## config.mk

```make
export PLATFORM = sky130hd
export DESIGN_NAME = main_clock_pll_control
export DESIGN_NICKNAME = d
export VERILOG_FILES = /design/src/include/clk_ctrl_pkg.sv /design/src/verilog/main_clock_pll_control.sv /design/src/verilog/pin_sync3.sv
export SDC_FILE = /design/constraint.sdc
export NUM_CORES = 1
export LEC_CHECK = 0
export BUFFER_PORTS_ARGS = -buffer_cell sky130_fd_sc_hd__buf_4
export CORE_ASPECT_RATIO = 1.4
export CORE_MARGIN = 1
export CORE_UTILIZATION = 50
export DETAILED_ROUTE_END_ITERATION = 16
export PLACE_DENSITY = 0.72
export SETUP_SLACK_MARGIN = 0.4
export SYNTH_ARGS = -nofsm -noshare
export SYNTH_HDL_FRONTEND = slang
export SYNTH_HIERARCHICAL = 1
export SYNTH_SLANG_ARGS = --single-unit
```

## constraint.sdc

```tcl
create_clock -name hclk -period 3.15 [get_ports hclk]
set_clock_uncertainty 0.2 [all_clocks]
set_input_delay 0 -clock hclk [delete_from_list [all_inputs] [get_ports hclk]]
set_output_delay 0 -clock hclk [all_outputs]
set_load 0.05 [all_outputs]
```

## src/include/clk_ctrl_pkg.sv

```systemverilog
/*
 Constants shared by the main clock and PLL control block: register offsets,
 field positions, reset values, cycle counts and the frequency meter states.
 Assumes a 32-bit AHB-Lite register bus decoding the low eight address bits.
*/
package clk_ctrl_pkg;

	// Register byte offsets
	localparam logic [7:0] MOR_OFS = 8'h00;
	localparam logic [7:0] MCFR_OFS = 8'h04;
	localparam logic [7:0] PLLAR_OFS = 8'h08;
	localparam logic [7:0] UCKR_OFS = 8'h0C;
	localparam logic [7:0] MCKR_OFS = 8'h10;
	localparam logic [7:0] SR_OFS = 8'h14;
	localparam logic [7:0] IMR_OFS = 8'h18;
	localparam logic [7:0] SCKCR_OFS = 8'h1C;

	// Main oscillator register fields
	localparam int MOR_RCEN = 0;
	localparam int MOR_XTEN = 1;
	localparam int MOR_XTBY = 2;
	localparam int MOR_CNT_LSB = 8;
	localparam int MOR_SEL = 24;
	localparam logic [31:0] MOR_RST = 32'h0000_0001;

	// Frequency register fields
	localparam int MCFR_RDY = 16;

	// System PLL register fields
	localparam int PLL_DIV_LSB = 0;
	localparam int PLL_CNT_LSB = 8;
	localparam int PLL_MUL_LSB = 16;

	// USB PLL register fields
	localparam int UCK_EN = 16;
	localparam int UCK_CNT_LSB = 20;

	// Master clock register field
	localparam int MCK_HALF = 12;

	// Status and mask bit positions
	localparam int ST_XTAL = 0;
	localparam int ST_LOCK_SYS = 1;
	localparam int ST_LOCK_USB = 6;
	localparam int ST_SEL_DONE = 16;
	localparam int ST_RC = 17;

	// Slow clock control fields and reset value
	localparam int SCK_RCEN = 0;
	localparam int SCK_OSCEN = 1;
	localparam int SCK_BYP = 2;
	localparam int SCK_SEL = 3;
	localparam logic [3:0] SCKCR_RST = 4'h1;

	// Cycle counts
	localparam logic [2:0] SLOW_DIV8_LAST = 3'h7;
	localparam logic [3:0] FREQ_LAST_PERIOD = 4'hF;
	localparam logic [1:0] SWITCH_LAST_EDGE = 2'h1;

	// Frequency meter states
	typedef enum logic [1:0] {
		FM_IDLE,
		FM_ARMED,
		FM_COUNT,
		FM_DONE
	} freq_state_e;

endpackage

```

## src/verilog/main_clock_pll_control.sv

```systemverilog
/*
 Main clock, PLL and slow clock source control with an AHB-Lite register slave.
 Assumes slow_clock, main_clock and fast_rc_ready arrive from analogue macros
 asynchronous to hclk, and main_clock is well below half the hclk rate.
*/
// How it works
// - Slow bypass bit set routes an external slow clock from the slow input pin.
// - Slow source select picks the 32 kHz RC at 0, 32768 Hz oscillator at 1.
// - Reset leaves fast RC enabled, crystal off and RC selected as main source.
// - Main bypass bit set accepts an external clock on the main input pin.
// - Selecting the crystal before it is ready forces the select back to RC.
// - Clearing the fast RC enable clears the fast RC stable flag.
// - Fast RC stable flag can raise the interrupt when unmasked.
// - Clearing the crystal enable clears the crystal stable flag.
// - Enabling crystal with a count clears stable and counts down on slow/8.
// - Crystal counter reaching zero sets the stable flag, interrupt capable.
// - Main source switches glitch-free; a done flag reports it, interrupt capable.
// - Frequency counter restarts at next slow rise on stable or selection change.
// - At the 16th slow fall the counter stops and its ready flag sets.
// - Input divider 1 to 255; zero holds divider and PLL output at zero.
// - PLL factor is multiplier plus one over divider; multiplier zero disables.
// - PLL enable or change clears lock, loads count, counts slow clocks to lock.
// - Half-divide bit halves the system PLL output clock.
// - USB PLL enable clears lock, loads count, counts slow/8 to lock.
`timescale 1ns/10ps
module main_clock_pll_control (
	// Clock and reset
	input wire logic hclk,
	input wire logic hresetn,
	// AHB-Lite slave
	input wire logic hsel,
	input wire logic [31:0] haddr,
	input wire logic [1:0] htrans,
	input wire logic hwrite,
	input wire logic [2:0] hsize,
	input wire logic [31:0] hwdata,
	input wire logic hready,
	output logic hreadyout,
	output logic hresp,
	output logic [31:0] hrdata,
	// Analogue status inputs
	input wire logic slow_clock,
	input wire logic main_clock,
	input wire logic fast_rc_ready,
	// Slow clock controls
	output logic slow_rc_enable,
	output logic slow_osc_enable,
	output logic slow_crystal_bypass,
	output logic slow_source_select,
	// Main clock controls
	output logic fast_rc_enable,
	output logic main_crystal_enable,
	output logic main_crystal_bypass,
	output logic main_source_select,
	// PLL controls
	output logic [7:0] pll_input_prescale,
	output logic [7:0] pll_multiplier_field,
	output logic system_pll_enable,
	output logic pll_half_divide,
	output logic usb_pll_enable,
	// Interrupt
	output logic irq
);

	logic slow_rise;
	logic slow_fall;
	logic main_rise;
	logic rc_ready_lvl;
	logic wr_pend_ff;
	logic [7:0] addr_ff;
	logic [31:0] hrdata_ff;
	logic [31:0] rd_word;
	logic [31:0] status;
	logic take;
	logic mor_wr;
	logic pll_wr;
	logic uck_wr;
	logic fast_rc_enable_ff;
	logic main_crystal_enable_ff;
	logic main_crystal_bypass_ff;
	logic [7:0] crystal_startup_count_ff;
	logic sel_req_ff;
	logic main_source_select_ff;
	logic source_switch_done_flag_ff;
	logic [1:0] sw_cnt_ff;
	logic [2:0] div8_ff;
	logic div8_tick;
	logic [7:0] xtal_cnt_ff;
	logic xtal_run_ff;
	logic crystal_stable_flag_ff;
	logic crystal_ready_status;
	logic fast_rc_stable_flag_ff;
	logic rc_stable_d_ff;
	logic xtal_stable_d_ff;
	logic sel_d_ff;
	logic fm_trigger;
	clk_ctrl_pkg::freq_state_e fm_ff;
	logic [3:0] periods_ff;
	logic [15:0] main_freq_value_ff;
	logic freq_count_ready_ff;
	logic [7:0] pll_input_prescale_ff;
	logic [7:0] pll_multiplier_field_ff;
	logic [5:0] system_pll_lock_count_ff;
	logic [5:0] pll_cnt_ff;
	logic pll_run_ff;
	logic system_pll_lock_flag_ff;
	logic system_pll_enable_ff;
	logic pll_half_divide_ff;
	logic usb_pll_enable_ff;
	logic [3:0] usb_pll_lock_count_ff;
	logic [3:0] usb_cnt_ff;
	logic usb_run_ff;
	logic usb_pll_lock_flag_ff;
	logic [3:0] sckcr_ff;
	logic [31:0] power_interrupt_mask_ff;
	logic irq_ff;

	// Pin synchronisers for slow clock, main clock and RC ready
	pin_sync3 u_slow (
		.clk(hclk),
		.rst_n(hresetn),
		.async_in(slow_clock),
		.level(),
		.rise(slow_rise),
		.fall(slow_fall)
	);

	pin_sync3 u_main (
		.clk(hclk),
		.rst_n(hresetn),
		.async_in(main_clock),
		.level(),
		.rise(main_rise),
		.fall()
	);

	pin_sync3 u_rcrdy (
		.clk(hclk),
		.rst_n(hresetn),
		.async_in(fast_rc_ready),
		.level(rc_ready_lvl),
		.rise(),
		.fall()
	);

	// Bus address phase: zero wait states, always OKAY
	assign take = hsel & hready & htrans[1];
	assign hreadyout = 1'b1;
	assign hresp = 1'b0;

	always_ff @(posedge hclk or negedge hresetn) begin
		if (!hresetn) begin
			wr_pend_ff <= 1'b0;
			addr_ff <= 8'h00;
		end else begin
			wr_pend_ff <= take & hwrite;
			if (take) begin
				addr_ff <= haddr[7:0];
			end
		end
	end

	// Write strobes in the data phase
	assign mor_wr = wr_pend_ff & (addr_ff == clk_ctrl_pkg::MOR_OFS);
	assign pll_wr = wr_pend_ff & (addr_ff == clk_ctrl_pkg::PLLAR_OFS);
	assign uck_wr = wr_pend_ff & (addr_ff == clk_ctrl_pkg::UCKR_OFS);

	// Slow clock divided by 8
	always_ff @(posedge hclk or negedge hresetn) begin
		if (!hresetn) begin
			div8_ff <= 3'h0;
		end else if (slow_rise) begin
			div8_ff <= div8_ff + 3'h1;
		end
	end

	assign div8_tick = slow_rise & (div8_ff == clk_ctrl_pkg::SLOW_DIV8_LAST);

	// Main oscillator register
	assign crystal_ready_status = crystal_stable_flag_ff | main_crystal_bypass_ff;

	always_ff @(posedge hclk or negedge hresetn) begin
		if (!hresetn) begin
			fast_rc_enable_ff <= clk_ctrl_pkg::MOR_RST[clk_ctrl_pkg::MOR_RCEN];
			main_crystal_enable_ff <= clk_ctrl_pkg::MOR_RST[clk_ctrl_pkg::MOR_XTEN];
			main_crystal_bypass_ff <= clk_ctrl_pkg::MOR_RST[clk_ctrl_pkg::MOR_XTBY];
			crystal_startup_count_ff <= 8'h00;
			sel_req_ff <= clk_ctrl_pkg::MOR_RST[clk_ctrl_pkg::MOR_SEL];
		end else if (mor_wr) begin
			fast_rc_enable_ff <= hwdata[clk_ctrl_pkg::MOR_RCEN];
			main_crystal_enable_ff <= hwdata[clk_ctrl_pkg::MOR_XTEN];
			main_crystal_bypass_ff <= hwdata[clk_ctrl_pkg::MOR_XTBY];
			crystal_startup_count_ff <= hwdata[clk_ctrl_pkg::MOR_CNT_LSB +: 8];
			sel_req_ff <= hwdata[clk_ctrl_pkg::MOR_SEL] & crystal_ready_status;
		end
	end

	// Crystal startup countdown
	always_ff @(posedge hclk or negedge hresetn) begin
		if (!hresetn) begin
			xtal_cnt_ff <= 8'h00;
			xtal_run_ff <= 1'b0;
			crystal_stable_flag_ff <= 1'b0;
		end else if (mor_wr && !hwdata[clk_ctrl_pkg::MOR_XTEN]) begin
			xtal_run_ff <= 1'b0;
			crystal_stable_flag_ff <= 1'b0;
		end else if (mor_wr && (!main_crystal_enable_ff ||
				hwdata[clk_ctrl_pkg::MOR_CNT_LSB +: 8] != crystal_startup_count_ff)) begin
			xtal_cnt_ff <= hwdata[clk_ctrl_pkg::MOR_CNT_LSB +: 8];
			xtal_run_ff <= 1'b1;
			crystal_stable_flag_ff <= 1'b0;
		end else if (xtal_run_ff && div8_tick) begin
			if (xtal_cnt_ff == 8'h00) begin
				xtal_run_ff <= 1'b0;
				crystal_stable_flag_ff <= 1'b1;
			end else begin
				xtal_cnt_ff <= xtal_cnt_ff - 8'h01;
			end
		end
	end

	// Fast RC stable follows its enable and the synchronised ready
	always_ff @(posedge hclk or negedge hresetn) begin
		if (!hresetn) begin
			fast_rc_stable_flag_ff <= 1'b0;
		end else begin
			fast_rc_stable_flag_ff <= fast_rc_enable_ff & rc_ready_lvl;
		end
	end

	// Glitch-free source switch, applied after two slow edges
	always_ff @(posedge hclk or negedge hresetn) begin
		if (!hresetn) begin
			main_source_select_ff <= 1'b0;
			source_switch_done_flag_ff <= 1'b1;
			sw_cnt_ff <= 2'h0;
		end else if (sel_req_ff != main_source_select_ff) begin
			source_switch_done_flag_ff <= 1'b0;
			if (slow_rise) begin
				if (sw_cnt_ff == clk_ctrl_pkg::SWITCH_LAST_EDGE) begin
					main_source_select_ff <= sel_req_ff;
					source_switch_done_flag_ff <= 1'b1;
					sw_cnt_ff <= 2'h0;
				end else begin
					sw_cnt_ff <= sw_cnt_ff + 2'h1;
				end
			end
		end else begin
			sw_cnt_ff <= 2'h0;
		end
	end

	// Delayed copies for frequency meter triggers
	always_ff @(posedge hclk or negedge hresetn) begin
		if (!hresetn) begin
			rc_stable_d_ff <= 1'b0;
			xtal_stable_d_ff <= 1'b0;
			sel_d_ff <= 1'b0;
		end else begin
			rc_stable_d_ff <= fast_rc_stable_flag_ff;
			xtal_stable_d_ff <= crystal_stable_flag_ff;
			sel_d_ff <= main_source_select_ff;
		end
	end

	assign fm_trigger = (fast_rc_stable_flag_ff & ~rc_stable_d_ff & ~main_source_select_ff) |
		(crystal_stable_flag_ff & ~xtal_stable_d_ff & main_source_select_ff) |
		(main_source_select_ff ^ sel_d_ff);

	// Main clock frequency meter
	always_ff @(posedge hclk or negedge hresetn) begin
		if (!hresetn) begin
			fm_ff <= clk_ctrl_pkg::FM_IDLE;
			periods_ff <= 4'h0;
			main_freq_value_ff <= 16'h0000;
			freq_count_ready_ff <= 1'b0;
		end else if (fm_trigger) begin
			fm_ff <= clk_ctrl_pkg::FM_ARMED;
			freq_count_ready_ff <= 1'b0;
		end else begin
			case (fm_ff)
				clk_ctrl_pkg::FM_ARMED: begin
					if (slow_rise) begin
						main_freq_value_ff <= 16'h0000;
						periods_ff <= 4'h0;
						fm_ff <= clk_ctrl_pkg::FM_COUNT;
					end
				end
				clk_ctrl_pkg::FM_COUNT: begin
					if (main_rise) begin
						main_freq_value_ff <= main_freq_value_ff + 16'h0001;
					end
					if (slow_fall) begin
						periods_ff <= periods_ff + 4'h1;
						if (periods_ff == clk_ctrl_pkg::FREQ_LAST_PERIOD) begin
							fm_ff <= clk_ctrl_pkg::FM_DONE;
							freq_count_ready_ff <= 1'b1;
						end
					end
				end
				clk_ctrl_pkg::FM_IDLE, clk_ctrl_pkg::FM_DONE: begin
					fm_ff <= fm_ff;
				end
				default: begin
					fm_ff <= clk_ctrl_pkg::FM_IDLE;
				end
			endcase
		end
	end

	// System PLL register and lock counter
	always_ff @(posedge hclk or negedge hresetn) begin
		if (!hresetn) begin
			pll_input_prescale_ff <= 8'h00;
			pll_multiplier_field_ff <= 8'h00;
			system_pll_lock_count_ff <= 6'h00;
			system_pll_enable_ff <= 1'b0;
		end else if (pll_wr) begin
			pll_input_prescale_ff <= hwdata[clk_ctrl_pkg::PLL_DIV_LSB +: 8];
			pll_multiplier_field_ff <= hwdata[clk_ctrl_pkg::PLL_MUL_LSB +: 8];
			system_pll_lock_count_ff <= hwdata[clk_ctrl_pkg::PLL_CNT_LSB +: 6];
			system_pll_enable_ff <= (hwdata[clk_ctrl_pkg::PLL_MUL_LSB +: 8] != 8'h00) &&
				(hwdata[clk_ctrl_pkg::PLL_DIV_LSB +: 8] != 8'h00);
		end
	end

	always_ff @(posedge hclk or negedge hresetn) begin
		if (!hresetn) begin
			pll_cnt_ff <= 6'h00;
			pll_run_ff <= 1'b0;
			system_pll_lock_flag_ff <= 1'b0;
		end else if (pll_wr) begin
			system_pll_lock_flag_ff <= 1'b0;
			pll_cnt_ff <= hwdata[clk_ctrl_pkg::PLL_CNT_LSB +: 6];
			pll_run_ff <= (hwdata[clk_ctrl_pkg::PLL_MUL_LSB +: 8] != 8'h00) &&
				(hwdata[clk_ctrl_pkg::PLL_DIV_LSB +: 8] != 8'h00);
		end else if (pll_run_ff && slow_rise) begin
			if (pll_cnt_ff == 6'h00) begin
				pll_run_ff <= 1'b0;
				system_pll_lock_flag_ff <= 1'b1;
			end else begin
				pll_cnt_ff <= pll_cnt_ff - 6'h01;
			end
		end
	end

	// Master clock half-divide bit
	always_ff @(posedge hclk or negedge hresetn) begin
		if (!hresetn) begin
			pll_half_divide_ff <= 1'b0;
		end else if (wr_pend_ff && addr_ff == clk_ctrl_pkg::MCKR_OFS) begin
			pll_half_divide_ff <= hwdata[clk_ctrl_pkg::MCK_HALF];
		end
	end

	// USB PLL register and lock counter
	always_ff @(posedge hclk or negedge hresetn) begin
		if (!hresetn) begin
			usb_pll_enable_ff <= 1'b0;
			usb_pll_lock_count_ff <= 4'h0;
			usb_cnt_ff <= 4'h0;
			usb_run_ff <= 1'b0;
			usb_pll_lock_flag_ff <= 1'b0;
		end else if (uck_wr) begin
			usb_pll_enable_ff <= hwdata[clk_ctrl_pkg::UCK_EN];
			usb_pll_lock_count_ff <= hwdata[clk_ctrl_pkg::UCK_CNT_LSB +: 4];
			usb_cnt_ff <= hwdata[clk_ctrl_pkg::UCK_CNT_LSB +: 4];
			usb_run_ff <= hwdata[clk_ctrl_pkg::UCK_EN];
			usb_pll_lock_flag_ff <= 1'b0;
		end else if (usb_run_ff && div8_tick) begin
			if (usb_cnt_ff == 4'h0) begin
				usb_run_ff <= 1'b0;
				usb_pll_lock_flag_ff <= 1'b1;
			end else begin
				usb_cnt_ff <= usb_cnt_ff - 4'h1;
			end
		end
	end

	// Slow clock control and interrupt mask
	always_ff @(posedge hclk or negedge hresetn) begin
		if (!hresetn) begin
			sckcr_ff <= clk_ctrl_pkg::SCKCR_RST;
			power_interrupt_mask_ff <= 32'h0000_0000;
		end else if (wr_pend_ff) begin
			if (addr_ff == clk_ctrl_pkg::SCKCR_OFS) begin
				sckcr_ff <= hwdata[3:0];
			end
			if (addr_ff == clk_ctrl_pkg::IMR_OFS) begin
				power_interrupt_mask_ff <= hwdata;
			end
		end
	end

	// Status word
	always_comb begin
		status = 32'h0000_0000;
		status[clk_ctrl_pkg::ST_XTAL] = crystal_stable_flag_ff;
		status[clk_ctrl_pkg::ST_LOCK_SYS] = system_pll_lock_flag_ff;
		status[clk_ctrl_pkg::ST_LOCK_USB] = usb_pll_lock_flag_ff;
		status[clk_ctrl_pkg::ST_SEL_DONE] = source_switch_done_flag_ff;
		status[clk_ctrl_pkg::ST_RC] = fast_rc_stable_flag_ff;
	end

	// Interrupt from masked status
	always_ff @(posedge hclk or negedge hresetn) begin
		if (!hresetn) begin
			irq_ff <= 1'b0;
		end else begin
			irq_ff <= |(status & power_interrupt_mask_ff);
		end
	end

	// Read mux; unmapped offsets read zero
	always_comb begin
		rd_word = 32'h0000_0000;
		case (haddr[7:0])
			clk_ctrl_pkg::MOR_OFS: begin
				rd_word[clk_ctrl_pkg::MOR_RCEN] = fast_rc_enable_ff;
				rd_word[clk_ctrl_pkg::MOR_XTEN] = main_crystal_enable_ff;
				rd_word[clk_ctrl_pkg::MOR_XTBY] = main_crystal_bypass_ff;
				rd_word[clk_ctrl_pkg::MOR_CNT_LSB +: 8] = crystal_startup_count_ff;
				rd_word[clk_ctrl_pkg::MOR_SEL] = sel_req_ff;
			end
			clk_ctrl_pkg::MCFR_OFS: begin
				rd_word[15:0] = main_freq_value_ff;
				rd_word[clk_ctrl_pkg::MCFR_RDY] = freq_count_ready_ff;
			end
			clk_ctrl_pkg::PLLAR_OFS: begin
				rd_word[clk_ctrl_pkg::PLL_DIV_LSB +: 8] = pll_input_prescale_ff;
				rd_word[clk_ctrl_pkg::PLL_CNT_LSB +: 6] = system_pll_lock_count_ff;
				rd_word[clk_ctrl_pkg::PLL_MUL_LSB +: 8] = pll_multiplier_field_ff;
			end
			clk_ctrl_pkg::UCKR_OFS: begin
				rd_word[clk_ctrl_pkg::UCK_EN] = usb_pll_enable_ff;
				rd_word[clk_ctrl_pkg::UCK_CNT_LSB +: 4] = usb_pll_lock_count_ff;
			end
			clk_ctrl_pkg::MCKR_OFS: begin
				rd_word[clk_ctrl_pkg::MCK_HALF] = pll_half_divide_ff;
			end
			clk_ctrl_pkg::SR_OFS: begin
				rd_word = status;
			end
			clk_ctrl_pkg::IMR_OFS: begin
				rd_word = power_interrupt_mask_ff;
			end
			clk_ctrl_pkg::SCKCR_OFS: begin
				rd_word[3:0] = sckcr_ff;
			end
			default: begin
				rd_word = 32'h0000_0000;
			end
		endcase
	end

	// Read data captured at the address phase
	always_ff @(posedge hclk or negedge hresetn) begin
		if (!hresetn) begin
			hrdata_ff <= 32'h0000_0000;
		end else if (take && !hwrite) begin
			hrdata_ff <= rd_word;
		end
	end

	// Outputs
	assign hrdata = hrdata_ff;
	assign slow_rc_enable = sckcr_ff[clk_ctrl_pkg::SCK_RCEN];
	assign slow_osc_enable = sckcr_ff[clk_ctrl_pkg::SCK_OSCEN];
	assign slow_crystal_bypass = sckcr_ff[clk_ctrl_pkg::SCK_BYP];
	assign slow_source_select = sckcr_ff[clk_ctrl_pkg::SCK_SEL];
	assign fast_rc_enable = fast_rc_enable_ff;
	assign main_crystal_enable = main_crystal_enable_ff;
	assign main_crystal_bypass = main_crystal_bypass_ff;
	assign main_source_select = main_source_select_ff;
	assign pll_input_prescale = pll_input_prescale_ff;
	assign pll_multiplier_field = pll_multiplier_field_ff;
	assign system_pll_enable = system_pll_enable_ff;
	assign pll_half_divide = pll_half_divide_ff;
	assign usb_pll_enable = usb_pll_enable_ff;
	assign irq = irq_ff;

endmodule // main_clock_pll_control

```

## src/verilog/pin_sync3.sv

```systemverilog
/*
 Three-flop synchroniser with agreement filter for a pin or foreign clock.
 Assumes the input is asynchronous to clk; outputs are one-cycle edge pulses
 and a filtered level, all on clk.
*/
`timescale 1ns/10ps
module pin_sync3 (
	// Clock and reset
	input wire logic clk,
	input wire logic rst_n,
	// Pin side
	input wire logic async_in,
	// Synchronised side
	output logic level,
	output logic rise,
	output logic fall
);

	logic s1_ff;
	logic s2_ff;
	logic s3_ff;
	logic lvl_ff;
	logic agree;

	// Shift chain; first stage only feeds the second
	always_ff @(posedge clk or negedge rst_n) begin
		if (!rst_n) begin
			s1_ff <= 1'b0;
			s2_ff <= 1'b0;
			s3_ff <= 1'b0;
		end else begin
			s1_ff <= async_in;
			s2_ff <= s1_ff;
			s3_ff <= s2_ff;
		end
	end

	assign agree = (s2_ff == s3_ff);

	// Filtered level moves only when stages two and three agree
	always_ff @(posedge clk or negedge rst_n) begin
		if (!rst_n) begin
			lvl_ff <= 1'b0;
		end else if (agree) begin
			lvl_ff <= s3_ff;
		end
	end

	assign level = lvl_ff;
	assign rise = agree & s3_ff & ~lvl_ff;
	assign fall = agree & ~s3_ff & lvl_ff;

endmodule // pin_sync3

```

==> impl_metrics.xml <==
<?xml version="1.0" encoding="UTF-8"?>
<metrics>
  <group name="clock_network">
    <metric name="clock-root-buffer" unit="">clkbuf_16</metric>
    <metric name="clk_pin_slew" unit="ns">0.07</metric>
    <metric name="clock_tree_from_tritoncts" unit="">yes</metric>
    <metric name="cts_buffers" unit="">17</metric>
    <metric name="max-clock-path-buffers" unit="">2</metric>
    <metric name="worst_skew_pair.late_latency" unit="ns">0.43</metric>
    <metric name="clock_sinks" unit="">189</metric>
    <metric name="max_h_tree_level" unit="">4</metric>
  </group>
  <group name="power">
    <metric name="power.leakage" unit="nW">5.20</metric>
    <metric name="max-vdd-ir-drop" unit="mV">0.443</metric>
    <metric name="power.density" unit="mW/mm^2">554</metric>
  </group>
  <group name="sta">
    <metric name="clock.fmax" unit="GHz">0.379</metric>
    <metric name="final_period_minus_worst_setup_slack" unit="ns">2.64</metric>
    <metric name="post-route-worst-setup-slack" unit="ns">0.509</metric>
    <metric name="setup_total_negative_slack" unit="ns">0</metric>
    <metric name="worst_slew_margin_rel" unit="">0.453</metric>
    <metric name="final_max_slew_viol_count" unit="">0</metric>
    <metric name="finalSetupViolations" unit="">0</metric>
    <metric name="final-hold-violation-count" unit="">0</metric>
    <metric name="finalCritPeriodShare" unit="">0.839</metric>
    <metric name="timing_worst_slew_pin_value" unit="ns">0.818</metric>
    <metric name="grt_setup_unrepaired" unit="">false</metric>
  </group>
  <group name="yosys">
    <metric name="syn_nets" unit="">920</metric>
    <metric name="syn-mean-instance-area" unit="um^2">10.8</metric>
    <metric name="synth.yosys.warnings" unit="">6</metric>
    <metric name="synthesis.area" unit="mm^2">0.00894</metric>
    <metric name="post_synth_inst_count" unit="">827</metric>
  </group>
  <group name="critical_path">
    <metric name="setup.worst_path.end" unit="">power_interrupt_mask_ff[7]$_DFFE_PN0P_</metric>
    <metric name="worstSetupStartpointType" unit="">flip-flop</metric>
    <metric name="worst-r2r-setup-slack" unit="ns">0.51</metric>
    <metric name="nature_of_the_critical_path_endpoint" unit="">flip-flop</metric>
    <metric name="crit_arrival" unit="ns">2.76</metric>
    <metric name="worst-r2r-cell-count" unit="">4</metric>
    <metric name="required_worst_endpoint" unit="ns">3.27</metric>
    <metric name="timing.rr.end" unit="">power_interrupt_mask_ff[7]$_DFFE_PN0P_</metric>
    <metric name="timing_worst_setup_path_type" unit="">flip-flop to flip-flop</metric>
    <metric name="timing.critical_path.from" unit="">addr_ff[5]$_DFFE_PN0P_</metric>
    <metric name="critPathMaxFanout" unit="">33</metric>
    <metric name="critical_path.reg2reg.startpoint" unit="">addr_ff[5]$_DFFE_PN0P_</metric>
  </group>
  <group name="floorplan">
    <metric name="die_wd" unit="um">115</metric>
    <metric name="core.rowCount" unit="">57</metric>
    <metric name="initial_core_util" unit="">0.514</metric>
    <metric name="ioPinCount" unit="">139</metric>
    <metric name="floorplan.die_area" unit="mm^2">0.0184</metric>
    <metric name="core" unit="mm^2">0.0174</metric>
    <metric name="chipHeight" unit="um">160</metric>
  </group>
  <group name="routing">
    <metric name="drt-total-wl" unit="um">22400</metric>
    <metric name="postRouteAntennaNets" unit="">0</metric>
    <metric name="dr.first_iter.drc_count" unit="">583</metric>
    <metric name="drc_violations_left" unit="">0</metric>
    <metric name="drt_pre_antenna_iters" unit="">5</metric>
    <metric name="viasPerCell" unit="">5.64</metric>
    <metric name="detailroute.via_count" unit="">6928</metric>
    <metric name="routed_wire_length_per_instance" unit="um">18.3</metric>
  </group>
  <group name="final_layout">
    <metric name="multiInputGateArea" unit="mm^2">0.00390</metric>
    <metric name="layout-drive-gt1-share" unit="">0.248</metric>
    <metric name="fill_cells" unit="">1400</metric>
    <metric name="layout.nets" unit="">1072</metric>
    <metric name="diodes" unit="">0</metric>
    <metric name="areaGrowthSynthToFinish" unit="%">23.9</metric>
    <metric name="area.sequential" unit="mm^2">0.00473</metric>
  </group>
  <group name="global_routing">
    <metric name="pin_count_of_the_biggest_net_entering_global_routing" unit="">97</metric>
    <metric name="vias_in_the_first_global_route" unit="">6820</metric>
    <metric name="grt_pass1_wl" unit="um">35900</metric>
    <metric name="globalRouteTotalUtil" unit="">0.255</metric>
    <metric name="antenna_found_initial" unit="">0</metric>
    <metric name="global_route_overflow" unit="">0</metric>
  </group>
  <group name="min_path">
    <metric name="worst_hold_path_type" unit="">input pin to async pin</metric>
  </group>
  <group name="placed_design">
    <metric name="placement.setup.worst_slack" unit="ns">0.527</metric>
    <metric name="gp_congestion" unit="">0.848</metric>
    <metric name="numPortBuffers" unit="">108</metric>
    <metric name="place.detailed.hpwl" unit="um">15300</metric>
  </group>
  <group name="job">
    <metric name="cap_violations" unit="">0</metric>
  </group>
  <group name="status">
    <metric name="run_status" unit="">finished, final reports clean</metric>
  </group>
</metrics>
==> sequential cells by signal, summed over array words and instances (netlist names), 8 cells and up <==
register                  flops
addr_ff                       8
main_freq_value_ff           16
hrdata                       32
xtal_cnt_ff                   8
power_interrupt_mask_ff      32
pll_input_prescale            8
crystal_startup_count_ff      8
pll_multiplier_field          8
==> metrics by stage <==
step	hold WS, ns	total power [W]	util	std cells	cell area, um^2
floorplan	-0.496	0.00356	-	827	8940
global placement	-0.0901	0.00393	0.576	1150	10000
detailed placement	-0.0894	0.00397	0.576	1150	10000
CTS	0.000151	0.00615	0.636	1227	11100
global route	0.00921	0.00640	0.636	1228	11100
finish	0.00284	0.00613	0.636	1228	11100
==> area by class of cell <==
| class | instances | share of cell area |
|---|---|---|
| inverters | 37 | 0.0125 |
| well taps | 236 | 0.0267 |
| clock buffers | 19 | 0.0400 |
| repair buffers | 170 | 0.128 |
| clock inverters | 13 | 0.0128 |
| flip-flops and latches | 189 | 0.427 |
| multi-input cells | 564 | 0.352 |
==> layout by cell type, fill, tap and decap left out, drive strengths merged, types with 3 or more instances in the layout <==
cell / count
o41ai: 3
or2: 3
a22o: 13
nor4: 11
clkbuf: 20
dfstp: 3
xnor2: 17
mux2i: 25
mux2: 75
clkinv: 9
a21o: 3
dlygate4sd3: 45
nand3: 17
a22oi: 11
a31oi: 13
xor2: 3
nor3: 8
nor2b: 8
or3: 12
o22ai: 7
nand2b: 5
buf: 124
and3: 4
ha: 16
inv: 39
nor2: 44
nand2: 108
dfrtp: 186
or4: 5
a21oi: 31
nand4: 11
and2: 7
nor4b: 4
o21ai: 65
o31ai: 4
a32oi: 3
a2bb2oi: 4
==> per-layer routing <==
| metal | vias up | track usage | part of all wire |
|---|---|---|---|
| met2 | 199 | 0.433 | 0.50 |
| met5 | - | 0 | 0 |
| met3 | 41 | 0.0398 | 0.041 |
| met1 | 3442 | 0.324 | 0.43 |
| met4 | 0 | 0.101 | 0.030 |
| li1 | 3246 | - | - |
==> how the worst min path moves through the flow <==
stage	end	slack, ns
final	hrdata[26]$_DFFE_PN0P_	0.003
after global routing	u_slow/s1_ff$_DFF_PN0_	0.009
after CTS	u_slow/s1_ff$_DFF_PN0_	0.0002
after detailed placement	u_rcrdy/s1_ff$_DFF_PN0_	-0.09
after global placement	u_slow/s1_ff$_DFF_PN0_	-0.09
after floorplan	addr_ff[0]$_DFFE_PN0P_	-0.50
==> critical path, stage by stage (launching register included) <==
cell and delay (ns):
dfrtp_1 0.39, or4b_4 0.57, or4_2 0.61, buf_4 0.34, mux2_4 0.38
==> power breakdown <==
part | switching [W] | leakage [nW] | internal [W] | total [W]
clock | 0.000955 | 0.291 | 0.00120 | 0.00215
combinational | 0.000631 | 2.59 | 0.000464 | 0.00109
sequential | 0.000224 | 2.32 | 0.00266 | 0.00289
total | 0.00181 | 5.20 | 0.00432 | 0.00613
==> repair_timing <==
action / 4_1_cts / 5_1_grt
hold endpoints to repair: 269 / 0
endpoints found under the setup margin: 0 / 3
hold buffers: 45 / 0
resized for setup: 0 / 1
buffers inserted: 0 / 1
Note: power is estimated with default switching activity, not from simulation.
